--- src/logic/add_exec_pkg.sv ---
/*
 * constants for the addition execute block: opcode fields, phase codes,
 * status flag positions, apb register map and reset values.
 * assumes a single core clock and an apb master for the register port.
 */
// Operation
// - literal add sums accumulator with 8-bit literal, result into accumulator.
// - literal add decoded from upper byte 0000 1111, low byte literal.
// - register add decoded from top six bits 001001, then d, a, address.
// - destination bit zero sends the sum to the accumulator.
// - destination bit one writes the sum back to the addressed register.
// - bank bit zero uses access bank, one uses bank select register.
// - extended set, bank bit zero, address up to 95: indexed literal offset.
// - both adds update negative, overflow, carry, half carry and zero flags.
// - literal add: one word, one cycle, decode/read/compute/write phases.
// - register add: one cycle, decode/read/compute/write destination phases.
package add_exec_pkg;

    // opcode fields
    localparam logic [7:0] LIT_OPCODE = 8'h0f;
    localparam logic [5:0] REG_OPCODE = 6'h09;
    localparam int OPC_HI = 15;
    localparam int LIT_OPC_LO = 8;
    localparam int REG_OPC_LO = 10;
    localparam int DEST_BIT = 9;
    localparam int BANK_BIT = 8;
    localparam logic [7:0] INDEX_LIMIT = 8'h5f;
    localparam logic [7:0] ACCESS_SPLIT = 8'h60;
    localparam logic [3:0] ACCESS_HIGH_BANK = 4'hf;

    // status flag positions
    localparam int FLAG_C = 0;
    localparam int FLAG_HALF_CARRY = 1;
    localparam int FLAG_Z = 2;
    localparam int FLAG_SIGNED_WRAP = 3;
    localparam int FLAG_N = 4;

    // apb register byte offsets
    localparam logic [7:0] OFS_CTRL = 8'h00;
    localparam logic [7:0] OFS_INSN = 8'h04;
    localparam logic [7:0] OFS_ACC = 8'h08;
    localparam logic [7:0] OFS_BANK = 8'h0c;
    localparam logic [7:0] OFS_FSR = 8'h10;
    localparam logic [7:0] OFS_STATUS = 8'h14;
    localparam logic [7:0] OFS_RESULT = 8'h18;
    localparam logic [7:0] OFS_MEMWR = 8'h1c;

    // control bits
    localparam int CTRL_EXT = 0;
    localparam int CTRL_GO = 1;

    // reset values
    localparam logic [7:0] ACC_RST = 8'h00;
    localparam logic [3:0] BANK_RST = 4'h0;
    localparam logic [7:0] FSR_RST = 8'h00;
    localparam logic [4:0] STATUS_RST = 5'h00;

    // result status bits
    localparam int RES_BUSY = 0;
    localparam int RES_ILLEGAL = 1;

    // one-hot phase codes of the instruction cycle
    typedef enum logic [4:0] {
        PH_IDLE = 5'b00001,
        PH_Q1 = 5'b00010,
        PH_Q2 = 5'b00100,
        PH_Q3 = 5'b01000,
        PH_Q4 = 5'b10000
    } phase_e;

endpackage : add_exec_pkg

--- src/logic/add_alu.sv ---
/*
 * 8-bit adder with the five arithmetic status flags.
 * assumes operands are stable while the result is sampled.
 */
`timescale 1ns/10ps
`default_nettype none
module add_alu #(
    parameter int WIDTH = 8
) (
    input wire logic [WIDTH-1:0] op_a,
    input wire logic [WIDTH-1:0] op_b,
    output logic [WIDTH-1:0] sum,
    output logic [4:0] flags
);

    logic [WIDTH:0] full_sum;
    logic [4:0] low_sum;

    // carries from bit 7 and 3
    always_comb begin
        full_sum = {1'b0, op_a} + {1'b0, op_b};
        low_sum = {1'b0, op_a[3:0]} + {1'b0, op_b[3:0]};
        sum = full_sum[WIDTH-1:0];
        flags = '0;
        // all five flags from the sum
        flags[add_exec_pkg::FLAG_C] = full_sum[WIDTH];
        flags[add_exec_pkg::FLAG_HALF_CARRY] = low_sum[4];
        flags[add_exec_pkg::FLAG_Z] = (full_sum[WIDTH-1:0] == '0);
        flags[add_exec_pkg::FLAG_N] = full_sum[WIDTH-1];
        flags[add_exec_pkg::FLAG_SIGNED_WRAP] = (op_a[WIDTH-1] == op_b[WIDTH-1]) &&
                                       (full_sum[WIDTH-1] != op_a[WIDTH-1]);
    end

endmodule : add_alu
`default_nettype wire

--- src/logic/add_instruction_execute.sv ---
/*
 * executes the literal add and register add instructions over four phases.
 * software loads an instruction, operands and bank state over apb and starts it.
 * data memory is a port: the read address is registered at the end of phase one, the data
 * is taken in phase two, a write strobe is given in phase four.
 */
// Our own choices: the APB register port and the register offsets.
`timescale 1ns/10ps
`default_nettype none
module add_instruction_execute #(
    parameter int ADDR_W = 12
) (
    input wire logic pclk,
    input wire logic presetn,
    input wire logic psel,
    input wire logic penable,
    input wire logic pwrite,
    input wire logic [7:0] paddr,
    input wire logic [31:0] pwdata,
    output logic [31:0] prdata,
    output logic pready,
    output logic pslverr,
    output logic [ADDR_W-1:0] mem_addr,
    input wire logic [7:0] mem_rdata,
    output logic [7:0] mem_wdata,
    output logic mem_we,
    output logic [7:0] acc_out,
    output logic [4:0] status_out
);

    add_exec_pkg::phase_e phase_reg;
    logic [15:0] insn_reg;
    logic [7:0] acc_reg;
    logic [3:0] bank_select_reg;
    logic [7:0] fsr_reg;
    logic [4:0] status_reg;
    logic ext_reg;
    logic is_lit_reg;
    logic is_reg_reg;
    logic illegal_reg;
    logic [7:0] operand_reg;
    logic [7:0] sum_reg;
    logic [4:0] flags_reg;
    logic [7:0] mem_wr_reg;
    logic [7:0] alu_sum;
    logic [4:0] alu_flags;
    logic apb_wr;
    logic apb_rd;
    logic go;

    // decoding helpers
    function automatic logic dec_lit(input logic [15:0] w);
        return w[add_exec_pkg::OPC_HI:add_exec_pkg::LIT_OPC_LO] == add_exec_pkg::LIT_OPCODE;
    endfunction : dec_lit

    function automatic logic dec_reg(input logic [15:0] w);
        // top six bits select register add
        return w[add_exec_pkg::OPC_HI:add_exec_pkg::REG_OPC_LO] == add_exec_pkg::REG_OPCODE;
    endfunction : dec_reg

    function automatic logic [ADDR_W-1:0] eff_addr(input logic [15:0] w, input logic ext,
                                                    input logic [3:0] bank_sel, input logic [7:0] fsr);
        logic [7:0] f;
        f = w[7:0];
        if (!w[add_exec_pkg::BANK_BIT] && ext && f <= add_exec_pkg::INDEX_LIMIT) begin
            return ADDR_W'({bank_sel, fsr} + {4'h0, f});
        // bank bit selects access bank or general purpose bank
        end else if (w[add_exec_pkg::BANK_BIT]) begin
            return ADDR_W'({bank_sel, f});
        end else if (f < add_exec_pkg::ACCESS_SPLIT) begin
            return ADDR_W'({4'h0, f});
        end else begin
            return ADDR_W'({add_exec_pkg::ACCESS_HIGH_BANK, f});
        end
    endfunction : eff_addr

    add_alu #(
        .WIDTH(8)
    ) u_alu (
        .op_a(acc_reg),
        .op_b(operand_reg),
        .sum(alu_sum),
        .flags(alu_flags)
    );

    assign apb_wr = psel && penable && pwrite;
    assign apb_rd = psel && !penable && !pwrite;
    assign go = apb_wr && paddr == add_exec_pkg::OFS_CTRL && pwdata[add_exec_pkg::CTRL_GO]
                && phase_reg == add_exec_pkg::PH_IDLE;

    // apb: ready every access phase, error on offsets above OFS_MEMWR
    always_ff @(posedge pclk or negedge presetn) begin
        if (!presetn) begin
            pready <= 1'b0;
            pslverr <= 1'b0;
        end else begin
            pready <= psel && !penable;
            pslverr <= psel && !penable && paddr > add_exec_pkg::OFS_MEMWR;
        end
    end

    // apb read data, registered in the setup cycle
    always_ff @(posedge pclk or negedge presetn) begin
        if (!presetn) begin
            prdata <= 32'h0000_0000;
        end else if (apb_rd) begin
            unique case (paddr)
                add_exec_pkg::OFS_CTRL: prdata <= {31'h0, ext_reg};
                add_exec_pkg::OFS_INSN: prdata <= {16'h0, insn_reg};
                add_exec_pkg::OFS_ACC: prdata <= {24'h0, acc_reg};
                add_exec_pkg::OFS_BANK: prdata <= {28'h0, bank_select_reg};
                add_exec_pkg::OFS_FSR: prdata <= {24'h0, fsr_reg};
                add_exec_pkg::OFS_STATUS: prdata <= {27'h0, status_reg};
                add_exec_pkg::OFS_RESULT: prdata <= {30'h0, illegal_reg,
                                                     phase_reg != add_exec_pkg::PH_IDLE};
                add_exec_pkg::OFS_MEMWR: prdata <= {24'h0, mem_wr_reg};
                default: prdata <= 32'h0000_0000;
            endcase
        end
    end

    // software-loaded configuration, frozen while an instruction runs
    always_ff @(posedge pclk or negedge presetn) begin
        if (!presetn) begin
            insn_reg <= 16'h0000;
            bank_select_reg <= add_exec_pkg::BANK_RST;
            fsr_reg <= add_exec_pkg::FSR_RST;
            ext_reg <= 1'b0;
        end else if (apb_wr && phase_reg == add_exec_pkg::PH_IDLE) begin
            unique case (paddr)
                add_exec_pkg::OFS_CTRL: ext_reg <= pwdata[add_exec_pkg::CTRL_EXT];
                add_exec_pkg::OFS_INSN: insn_reg <= pwdata[15:0];
                add_exec_pkg::OFS_BANK: bank_select_reg <= pwdata[3:0];
                add_exec_pkg::OFS_FSR: fsr_reg <= pwdata[7:0];
                default: ;
            endcase
        end
    end

    // same four phases for register add
    always_ff @(posedge pclk or negedge presetn) begin
        if (!presetn) begin
            phase_reg <= add_exec_pkg::PH_IDLE;
        end else begin
            unique case (phase_reg)
                add_exec_pkg::PH_IDLE: if (go) phase_reg <= add_exec_pkg::PH_Q1;
                add_exec_pkg::PH_Q1: phase_reg <= add_exec_pkg::PH_Q2;
                add_exec_pkg::PH_Q2: phase_reg <= add_exec_pkg::PH_Q3;
                add_exec_pkg::PH_Q3: phase_reg <= add_exec_pkg::PH_Q4;
                add_exec_pkg::PH_Q4: phase_reg <= add_exec_pkg::PH_IDLE;
                default: phase_reg <= add_exec_pkg::PH_IDLE;
            endcase
        end
    end

    // q1 decode and memory address
    always_ff @(posedge pclk or negedge presetn) begin
        if (!presetn) begin
            is_lit_reg <= 1'b0;
            is_reg_reg <= 1'b0;
            illegal_reg <= 1'b0;
            mem_addr <= '0;
        end else if (phase_reg == add_exec_pkg::PH_Q1) begin
            is_lit_reg <= dec_lit(insn_reg);
            is_reg_reg <= dec_reg(insn_reg);
            illegal_reg <= !dec_lit(insn_reg) && !dec_reg(insn_reg);
            mem_addr <= eff_addr(insn_reg, ext_reg, bank_select_reg, fsr_reg);
        end
    end

    // q2 operand read: literal or memory data
    always_ff @(posedge pclk or negedge presetn) begin
        if (!presetn) begin
            operand_reg <= 8'h00;
        end else if (phase_reg == add_exec_pkg::PH_Q2) begin
            operand_reg <= is_lit_reg ? insn_reg[7:0] : mem_rdata;
        end
    end

    // q3 arithmetic
    always_ff @(posedge pclk or negedge presetn) begin
        if (!presetn) begin
            sum_reg <= 8'h00;
            flags_reg <= add_exec_pkg::STATUS_RST;
        end else if (phase_reg == add_exec_pkg::PH_Q3) begin
            sum_reg <= alu_sum;
            flags_reg <= alu_flags;
        end
    end

    // q4 accumulator and status write
    always_ff @(posedge pclk or negedge presetn) begin
        if (!presetn) begin
            acc_reg <= add_exec_pkg::ACC_RST;
            status_reg <= add_exec_pkg::STATUS_RST;
        end else if (phase_reg == add_exec_pkg::PH_Q4 && !illegal_reg) begin
            status_reg <= flags_reg;
            if (is_lit_reg || !insn_reg[add_exec_pkg::DEST_BIT]) begin
                acc_reg <= sum_reg;
            end
        end else if (apb_wr && paddr == add_exec_pkg::OFS_ACC && phase_reg == add_exec_pkg::PH_IDLE) begin
            acc_reg <= pwdata[7:0];
        end else if (apb_wr && paddr == add_exec_pkg::OFS_STATUS && phase_reg == add_exec_pkg::PH_IDLE) begin
            status_reg <= pwdata[4:0];
        end
    end

    // q4 memory write-back strobe
    always_ff @(posedge pclk or negedge presetn) begin
        if (!presetn) begin
            mem_we <= 1'b0;
            mem_wdata <= 8'h00;
            mem_wr_reg <= 8'h00;
        end else begin
            mem_we <= phase_reg == add_exec_pkg::PH_Q3 && is_reg_reg && insn_reg[add_exec_pkg::DEST_BIT];
            if (phase_reg == add_exec_pkg::PH_Q3) begin
                mem_wdata <= alu_sum;
            end
            if (mem_we) begin
                mem_wr_reg <= mem_wdata;
            end
        end
    end

    // mirrors of architectural state
    always_ff @(posedge pclk or negedge presetn) begin
        if (!presetn) begin
            acc_out <= add_exec_pkg::ACC_RST;
            status_out <= add_exec_pkg::STATUS_RST;
        end else begin
            acc_out <= acc_reg;
            status_out <= status_reg;
        end
    end
endmodule : add_instruction_execute
`default_nettype wire

--- config.mk ---
export PLATFORM = sky130hd
export DESIGN_NAME = add_instruction_execute
export DESIGN_NICKNAME = d
export VERILOG_FILES = /design/src/logic/add_exec_pkg.sv /design/src/logic/add_alu.sv /design/src/logic/add_instruction_execute.sv
export SDC_FILE = /design/constraint.sdc
export NUM_CORES = 1
export LEC_CHECK = 0
export BUFFER_PORTS_ARGS = -buffer_cell sky130_fd_sc_hd__buf_2
export CORE_UTILIZATION = 50
export DETAILED_ROUTE_END_ITERATION = 16
export PLACE_DENSITY = 0.73
export SETUP_SLACK_MARGIN = 0.05
export SYNTH_ARGS = -nofsm -noshare
export SYNTH_HDL_FRONTEND = slang
export SYNTH_HIERARCHICAL = 1
export SYNTH_SLANG_ARGS = --single-unit
--- constraint.sdc ---
create_clock -name pclk -period 6.3 [get_ports pclk]
set_clock_uncertainty 0.1 [all_clocks]
set_input_delay 0 -clock pclk [delete_from_list [all_inputs] [get_ports pclk]]
set_output_delay 0 -clock pclk [all_outputs]
set_load 0.1 [all_outputs]
Yosys cells after proc, flatten, opt, wreduce, memory -nomap -nowiden
Index checks and enable logic that the tools add are counted.
{ "word_totals": {"romBits": 0, "reg_bits": 139, "mem_bits_rw": 0, "mem_count": 0, "latchBits": 0, "in_bits": 53} }
{ "op_classes": {"multipliers": 0, "n_shift": 0, "n_mux": 13, "n_eq_ne": 20, "n_lt_le_gt_ge": 3, "div_mod_pow": 0, "addsub": 3, "n_reduce_logical": 38, "bitwise_logic": 0} }
{ "op_table": {"columns": ["cell", "n"], "rows": [
  ["16-bit case mux with 8 select lines", 1],
  ["12-bit 2-to-1 mux", 3],
  ["8-bit by 5-bit equality test with 1-bit output (second input constant)", 4],
  ["8-bit 2-to-1 mux", 4],
  ["8-bit by 4-bit equality test with 1-bit output (second input constant)", 3],
  ["1-bit logical AND", 20],
  ["5-bit 2-to-1 mux", 4],
  ["5-bit case mux with 4 select lines", 1],
  ["8-bit zero test", 2],
  ["12-bit by 8-bit adder with 12-bit output", 1],
  ["2-bit AND reduction", 6],
  ["8-bit by 8-bit adder with 9-bit output", 1],
  ["8-bit by 3-bit equality test with 1-bit output (second input constant)", 1],
  ["8-bit by 5-bit > comparator with 1-bit output (second input constant)", 1],
  ["8-bit by 7-bit less-or-equal comparator with 1-bit output (second input constant)", 1],
  ["8-bit by 7-bit less-than comparator with 1-bit output (second input constant)", 1],
  ["1-bit zero test", 7],
  ["6-bit by 4-bit equality test with 1-bit output (second input constant)", 1],
  ["4-bit by 4-bit adder with 5-bit output", 1],
  ["5-bit by 1-bit equality test with 1-bit output (second input constant)", 1],
  ["5-bit by 2-bit equality test with 1-bit output (second input constant)", 1],
  ["5-bit by 3-bit equality test with 1-bit output (second input constant)", 1],
  ["5-bit by 4-bit equality test with 1-bit output (second input constant)", 1],
  ["5-bit equality test (second input constant)", 1],
  ["7 further kinds", 9]
]} }

Depth between registers and ports, before layout
Gate-level depths: netlist of the first run.
{ "logic_depth": {"word_depth": 7, "ltp_mapped": 10, "mapped_depth_nobuf": 10} }

Cells and area by module
Netlist of the first run, hierarchy kept.
{ "by_module_without_submodules": {"columns": ["module", "seq_area_each_um2", "instances", "cells_per_inst", "area_per_inst_um2"], "rows": [
  ["add_instruction_execute", 3079.2, 1, 520, 5834.3],
  ["add_alu", 0.0, 1, 53, 414.1]
]} }

Worst setup path before layout of the first run
Ideal clock, no wire load.
{ "synth_path": {"path_kind": "register -> register", "startpoint": "register acc_reg[5]", "endpoint": "register flags_reg[2]", "arrival_ns": 2.100, "stages_incl_launch_ff": 9, "path_slack_ns": 4.035, "path_buffers": 0, "required_ns": 6.135, "cell_sequence": "dfrtp_1 ha_1 a21o_1 a31o_1 a221o_1 a211o_1 nor4b_2 nand2_1 nand2_1"} }
{ "synth_via": {"elab_chain_cells": 2} }
{ "synth_rtl": {"columns": ["element", "line_no", "source"], "rows": [
  ["start, declared", "add_instruction_execute.sv:33", "logic [7:0] acc_reg;"],
  ["start signal, assigned", "add_instruction_execute.sv:194", "acc_reg <= add_exec_pkg::ACC_RST;"],
  ["start signal, assigned", "add_instruction_execute.sv:199", "acc_reg <= sum_reg;"],
  ["start signal, assigned", "add_instruction_execute.sv:202", "acc_reg <= pwdata[7:0];"],
  ["8-bit by 8-bit adder with 9-bit output", "add_alu.sv:21", "full_sum = {1'b0, op_a} + {1'b0, op_b};"],
  ["named net alu_flags[4]", "add_instruction_execute.sv:46", "logic [4:0] alu_flags;"],
  ["8-bit zero test", "add_alu.sv:28", "flags[add_exec_pkg::FLAG_Z] = (full_sum[WIDTH-1:0] == '0);"],
  ["named net alu_flags[2]", "add_instruction_execute.sv:46", null],
  ["end signal, assigned", "add_instruction_execute.sv:184", "flags_reg <= add_exec_pkg::STATUS_RST;"],
  ["end signal, assigned", "add_instruction_execute.sv:187", "flags_reg <= alu_flags;"],
  ["end, declared", "add_instruction_execute.sv:43", "logic [4:0] flags_reg;"]
]} }
The timed path passes the listed nets, and every way through them passes these cells.
A chain may end at the register's enable or synchronous reset.

Final worst setup path of the first run
{ "layout_path": {"startpoint": "register acc_reg[0]", "endpoint": "register flags_reg[2]"} }
{ "layout_via": {"elab_chain_cells": 2} }
{ "layout_rtl": {"columns": ["element", "line_no"], "rows": [
  ["8-bit by 8-bit adder with 9-bit output", "add_alu.sv:21"],
  ["8-bit zero test", "add_alu.sv:28"],
  ["named net alu_flags[2]", "add_instruction_execute.sv:46"]
]} }
The timed path passes the listed nets, and every way through them passes these cells.

==> flow_summary.yaml, run 1 <==
status:
  status: "completed"
sta:
  hold_viol_final: 0
  maxSlewViolCount: 0
  worst-slew-pin-transition_ns: 1.10
  finalCritPeriodShare_pct: 44.4
  report.final.setup_viol: 0
  unrepaired_setup_endpoints_after_global_routing: "false"
  timing.fmax_ghz: 0.358
  final_period_minus_worst_setup_slack_ns: 2.80
  fin_tns_setup_ns: 0
  timing.slew.headroom_pct: 26.4
grt:
  grt_start_max_net_pins: 78
  antenna_found_initial: 0
  grt_first_pass_wirelength_um: 25700
  grt_pass1_vias: 4932
  global_route.usage.total_pct: 26.3
  grt.overflow.total: 0
final_layout:
  register_area_sq_um: 3080
  leading_cell_type_in_the_layout_fill_and_taps_excluded: "dfrtp_1"
  finalNetCount: 764
  design_area_sq_um: 7700
  syn2layout_area_growth_pct: 23.3
  mostFrequentLayoutCells: "dfrtp_1, buf_2, nand2_1"
  multi_input_comb_area_sq_um: 2940
  number_of_diodes_added_for_antenna_fixing: 0
  utilization_pct: 63.6
  drive_above_1_share_pct: 26.5
  fillCellCount: 944
routing:
  drt-total-wl_um: 16000
  top_signal_layer_used: "met4"
  via_count: 4996
  drt_via_density: 5.72
  met3_length_um: 982
  postRouteAntennaNets: 0
  detailroute.wirelength.met2_um: 7750
  detail_route.iter0.violations: 419
  wl_per_cell_um: 18.3
  met1_length_um: 6790
  drt_pass1_iterations: 7
  drcViolationCount: 0
synthesis:
  synthDominantCellAreaShare_pct: 48.9
  synth_top_cells_by_area: "dfrtp_1, mux2_2, nand2_1"
  ys.warnings.count: 6
  synthesis.area_sq_um: 6250
  post_synth_edffs: 0
  postSynth.topFlopCell: "dfrtp_1"
  synth.ff_latch_count: 123
  synth.largest_area_cell: "dfrtp_1"
  ys_seq_area_share_pct: 49.3
  synth_unique_cells: 74
  async_set_or_reset_flop_fraction_in_the_synthesized_netlist_pct: 100
  avgSynthCellArea_sq_um: 10.9
  synthesis.instances: 573
placement:
  detailedPlacementHpwl_um: 11200
  detailed_place.area_sq_um: 6740
  placement.io_buffers: 88
  routabilityCongestion: 0.931
setup_path:
  critical_path.top_delay_family: "simple AND/OR/NAND/NOR gates"
  critical_path_buf_inv_count: 1
  worst_ep_arrival_time_ns: 3.04
  cp-end-kind: "register"
  path_max_fanout: 4
  rr_startpoint: "acc_reg[0]$_DFFE_PN0P_"
  worstReg2RegEnd: "flags_reg[2]$_DFFE_PN0P_"
  reg2reg_slack_ns: 3.50
  critPathKind: "register to register"
  crit_path_cell_trace: "ha_1, inv_1, fa_1, nor2b_1, o21a_1, or3_1, a2111oi_0, nor4b_2, nand2_1, nand2_1"
  worst_setup_path_startpoint: "acc_reg[0]$_DFFE_PN0P_"
  crit_end: "flags_reg[2]$_DFFE_PN0P_"
  critPathMaxStageDelay_ns: 0.56
  worst-path-stages: 10
  worst-endpoint-required_ns: 6.54
  worstRegToRegCells: 10
  path_common_cell: "nand2_1"
  startpoint_type: "register"
  slowest_stage: "a2111oi_0"
die:
  start_util_pct: 51.6
  core_sq_um: 12100
  rows: 40
  dieHeight_um: 114
  die_x_um: 114
  ioPinCount: 121
  design.die.area_sq_um: 12900
pwr:
  p_leak_nw: 3.90
  power.ir.vdd_worst_uv: 161
  p_per_area_nw_per_um2: 264
  finalPower_mw: 2.03
clock_tree:
  tritoncts.num_buffers: 17
  cts.clk_slew.worst_paths_ns: 0.06
  number_of_buffers_on_the_longest_clock_path: 2
  cts_tree: "done"
  cell_at_the_root_of_the_clock_tree: "clkbuf_16"
  clock_sink_count: 123
  ctsHtreeMaxLevel: 4
  insertion_delay_ns: 0.41
job:
  max_cap_violation_count: 0
min_path:
  hold_class: "primary input to async pin"
==> layout make-up <==
type                            count  share of cell area, %
Multi-Input combinational cell    415                   38.2
Tap cell                          168                   2.73
Clock buffer                       21                   6.11
Inverter                           13                  0.633
Clock inverter                     11                   2.14
Sequential cell                   123                   40.0
Timing Repair Buffer              123                   10.2
==> worst min path at each step <==
stage                                       to  slack (ns)  cells after the start
floorplan                 acc_out[0]$_DFF_PN0_       -0.40                      0
detailed placement    mem_wdata[1]$_DFFE_PN0P_       -0.05                      1
CTS                   phase_reg[1]$_DFFE_PN0P_        0.05                      4
global route          phase_reg[1]$_DFFE_PN0P_        0.07                      4
finish              operand_reg[2]$_DFFE_PN0N_        0.04                      2
global placement      mem_wdata[1]$_DFFE_PN0P_       -0.07                      1
==> cell usage after synthesis, types with 3 or more instances <==
cell type	n
dfrtp_1	122
nand2_1	79
a21oi_1	38
nor2_1	34
mux2_2	31
mux2i_1	28
o21ai_0	24
buf_4	18
ha_1	16
a22o_1	14
inv_1	13
clkbuf_1	11
a22oi_1	9
nor3_1	9
a21o_1	6
mux2_4	6
nand2b_1	6
nand3_1	6
o22ai_1	6
xnor2_1	6
nand3b_1	5
and3_1	4
o21a_1	4
and2_1	3
buf_1	3
buf_2	3
mux4_2	3
nor2b_1	3
nor4_1	3
or2_2	3
==> cells by family after synthesis <==
kind of cell             share of synthesized area (%)
XOR/XNOR                                          1.12
adder cells (fa/ha/maj)                           3.84
other                                           0.0600
buffers and inverters                             4.53
AO/OA/AOI/OAI                                     13.2
AND/OR/NAND/NOR                                   15.3
flip-flops                                        49.3
multiplexers                                      12.6
==> through the flow <==
step                hold slack, ns  setup WS [ns]  instances
detailed placement         -0.0545           3.58        809
finish                      0.0360           3.50        874
floorplan                   -0.396           4.03        588
CTS                         0.0529           3.52        874
global placement           -0.0712           3.66        809
global route                0.0749           3.36        874
==> layer usage <==
layer | vias up | track usage, %
li1 | 2259 | -
met1 | 2466 | 33.6
met2 | 229 | 43.5
met3 | 42 | 5.15
met4 | 0 | 12.0
met5 | - | 0
==> what timing repair did <==
action	CTS	global route
resized for setup	0	0
buffers inserted	0	0
hold endpoints to repair	106	0
hold buffers	33	0
==> report_power, final <==
| group | switching, mW | leakage, nW | internal (mW) |
|---|---|---|---|
| clock | 0.352 | 0.313 | 0.693 |
| sequential | 0.00851 | 1.60 | 0.798 |
| combinational | 0.129 | 1.98 | 0.0518 |
| total | 0.489 | 3.90 | 1.54 |
No activity file was read; power rests on OpenSTA's default activity.
==> run 2, diff against run 1 <==
--- a/config.mk
+++ b/config.mk
@@ -8,7 +8,7 @@
 export BUFFER_PORTS_ARGS = -buffer_cell sky130_fd_sc_hd__buf_2
 export CORE_UTILIZATION = 50
 export DETAILED_ROUTE_END_ITERATION = 16
-export PLACE_DENSITY = 0.73
+export PLACE_DENSITY = 0.76
 export SETUP_SLACK_MARGIN = 0.05
 export SYNTH_ARGS = -nofsm -noshare
 export SYNTH_HDL_FRONTEND = slang
==> constraint.sdc (replaced) <==
create_clock -name pclk -period 2.3 [get_ports pclk]
set_clock_uncertainty 0.1 [all_clocks]
set_input_delay 0 -clock pclk [delete_from_list [all_inputs] [get_ports pclk]]
set_output_delay 0 -clock pclk [all_outputs]
set_load 0.1 [all_outputs]
==> run 2 against run 1 <==
Effect of this change: the flow now finishes with violations (setup timing); sequential share of layout area fell by 1.4 points; die area did not move; clock-buffer cell count fell by 1; final cell count rose by 3.9%; routed wire length rose by 4.6%; core utilization rose by 2.3 points; largest cell class unchanged; worst hold slack barely moved; setup slack got worse by 3.5 ns; combinational power rose to 3.0 times the previous value; global-route usage rose by 1.7 points; first-iteration DRC count fell by 5.7%; register-to-register slack got worse by 3.5 ns.
==> flow_summary.yaml, run 2 (same netlist as run 1, synthesis figures left out) <==
status:
  status: "complete, but fails checks"
  violations: "setup timing"
placement:
  detailed_place.area_sq_um: 6970
  routabilityCongestion: 0.918
  detailedPlacementHpwl_um: 11700
  place_ws_ns: -0.156
  placement.io_buffers: 88
clock_tree:
  clock_sink_count: 123
  cts_tree: "done"
  number_of_buffers_on_the_longest_clock_path: 2
  tritoncts.num_buffers: 17
  cell_at_the_root_of_the_clock_tree: "clkbuf_16"
  ctsHtreeMaxLevel: 4
  cts.clk_slew.worst_paths_ns: 0.05
  insertion_delay_ns: 0.43
setup_path:
  slowest_stage: "dfrtp_1"
  critical_path_buf_inv_count: 1
  worst-endpoint-required_ns: 2.56
  worst-path-stages: 10
  crit_path_cell_trace: "ha_2, inv_2, fa_2, nor2b_4, o21a_1, or3_4, a2111oi_4, nor4b_2, nand2_1, nand2_1"
  path_common_cell: "nand2_1"
  critPathKind: "register to register"
  startpoint_type: "register"
  cp-end-kind: "register"
  worstRegToRegCells: 10
  critPathMaxStageDelay_ns: 0.39
  critical_path.top_delay_family: "simple AND/OR/NAND/NOR gates"
  path_max_fanout: 3
  worst_ep_arrival_time_ns: 2.59
die:
  dieHeight_um: 114
  design.die.area_sq_um: 12900
  start_util_pct: 51.6
  ioPinCount: 121
  die_x_um: 114
  rows: 40
  core_sq_um: 12100
sta:
  report.final.setup_viol: 1
  timing.fmax_ghz: 0.430
  fin_hold_ws_ns: 0.0364
  final_period_minus_worst_setup_slack_ns: 2.32
  hold_viol_final: 0
  unrepaired_setup_endpoints_after_global_routing: "true"
  timing.final.ws_setup_ns: -0.0240
  worst-slew-pin-transition_ns: 0.808
  finalCritPeriodShare_pct: 101
  maxSlewViolCount: 0
  timing.slew.headroom_pct: 46.0
routing:
  top_signal_layer_used: "met4"
  met1_length_um: 7110
  drcViolationCount: 0
  drt_pass1_iterations: 5
  met3_length_um: 1060
  drt-total-wl_um: 16800
  detailroute.wirelength.met2_um: 7930
  wl_per_cell_um: 18.5
  via_count: 5090
  postRouteAntennaNets: 0
  detail_route.iter0.violations: 395
  drt_via_density: 5.61
final_layout:
  syn2layout_area_growth_pct: 27.8
  leading_cell_type_in_the_layout_fill_and_taps_excluded: "dfrtp_1"
  design_area_sq_um: 7990
  number_of_diodes_added_for_antenna_fixing: 0
  drive_above_1_share_pct: 31.4
  fillCellCount: 904
  mostFrequentLayoutCells: "dfrtp_1, buf_2, nand2_1"
  finalNetCount: 798
pwr:
  p_per_area_nw_per_um2: 664
  p_leak_nw: 4.05
  power.ir.vdd_worst_uv: 494
job:
  max_cap_violation_count: 0
grt:
  grt.overflow.total: 0
  antenna_found_initial: 0
  grt_first_pass_wirelength_um: 27100
  grt_pass1_vias: 5183
  grt_start_max_net_pins: 56
  global_route.usage.total_pct: 28.0
min_path:
  hold_class: "primary input to async pin"
-- run 2: final timing paths --
path,start,endpoint,slack [ns]
min,presetn,status_out[1]$_DFF_PN0_,0.04
max reg2reg,acc_reg[0]$_DFFE_PN0P_,flags_reg[2]$_DFFE_PN0P_,-0.02
min in group pclk,paddr[5],prdata[14]$_DFFE_PN0P_,0.04
max,acc_reg[0]$_DFFE_PN0P_,flags_reg[2]$_DFFE_PN0P_,-0.02
max in group asynchronous,presetn,phase_reg[0]$_DFFE_PN1P_,1.70
min reg2reg,status_reg[1]$_DFFE_PN0P_,status_out[1]$_DFF_PN0_,0.35
-- run 2: where the power goes --
part	leakage, nW	total [mW]	switching [mW]	internal (mW)
clock	0.270	2.55	0.971	1.58
sequential	1.60	2.20	0.0163	2.19
combinational	2.18	0.546	0.375	0.171
-- run 2: stage by stage --
step           total power, mW  util (%)  instances  TNS [ns]
2_1_floorplan             2.58         -        588         0
3_3_place_gp              2.71      57.6        837  -0.00553
3_5_place_dp              2.71      57.6        837    -0.156
4_1_cts                   5.33      65.6        906         0
5_1_grt                   5.46      65.9        908    -0.218
6_report                  5.30      65.9        908   -0.0240
-- run 2: what timing repair did --
item	4_1_cts	5_1_grt
buffers inserted	2	2
cloned	0	0
gates resized for setup	10	8
hold buffers	35	0
pin swaps	3	8
endpoints found under the setup margin	3	8
endpoints found under the hold margin	183	0
-- run 2: layout make-up --
| type | instances | area [sq um] | share of cell area (%) |
|---|---|---|---|
| Clock buffer | 20 | 437 | 5.47 |
| Tap cell | 168 | 210 | 2.63 |
| Sequential cell | 123 | 3080 | 38.6 |
| Inverter | 13 | 48.8 | 0.611 |
| Clock inverter | 12 | 125 | 1.57 |
| Timing Repair Buffer | 157 | 1070 | 13.4 |
| Multi-Input combinational cell | 415 | 3020 | 37.8 |
-- run 2: worst reg2reg max path, delay by kind of cell (launching register included) --
kind                     cells  cell delay (ns)
flip-flops                   1             0.39
adder cells (fa/ha/maj)      2             0.42
AND/OR/NAND/NOR              5             0.80
AO/OA/AOI/OAI                2             0.50
buffers and inverters        1             0.06
-- run 2: routing by layer --
metal  up-vias  global-route usage [%]
met5         -                       0
met4         0                    15.5
met3        48                    6.64
met2       199                    44.6
met1      2505                    35.3
li1       2338                       -
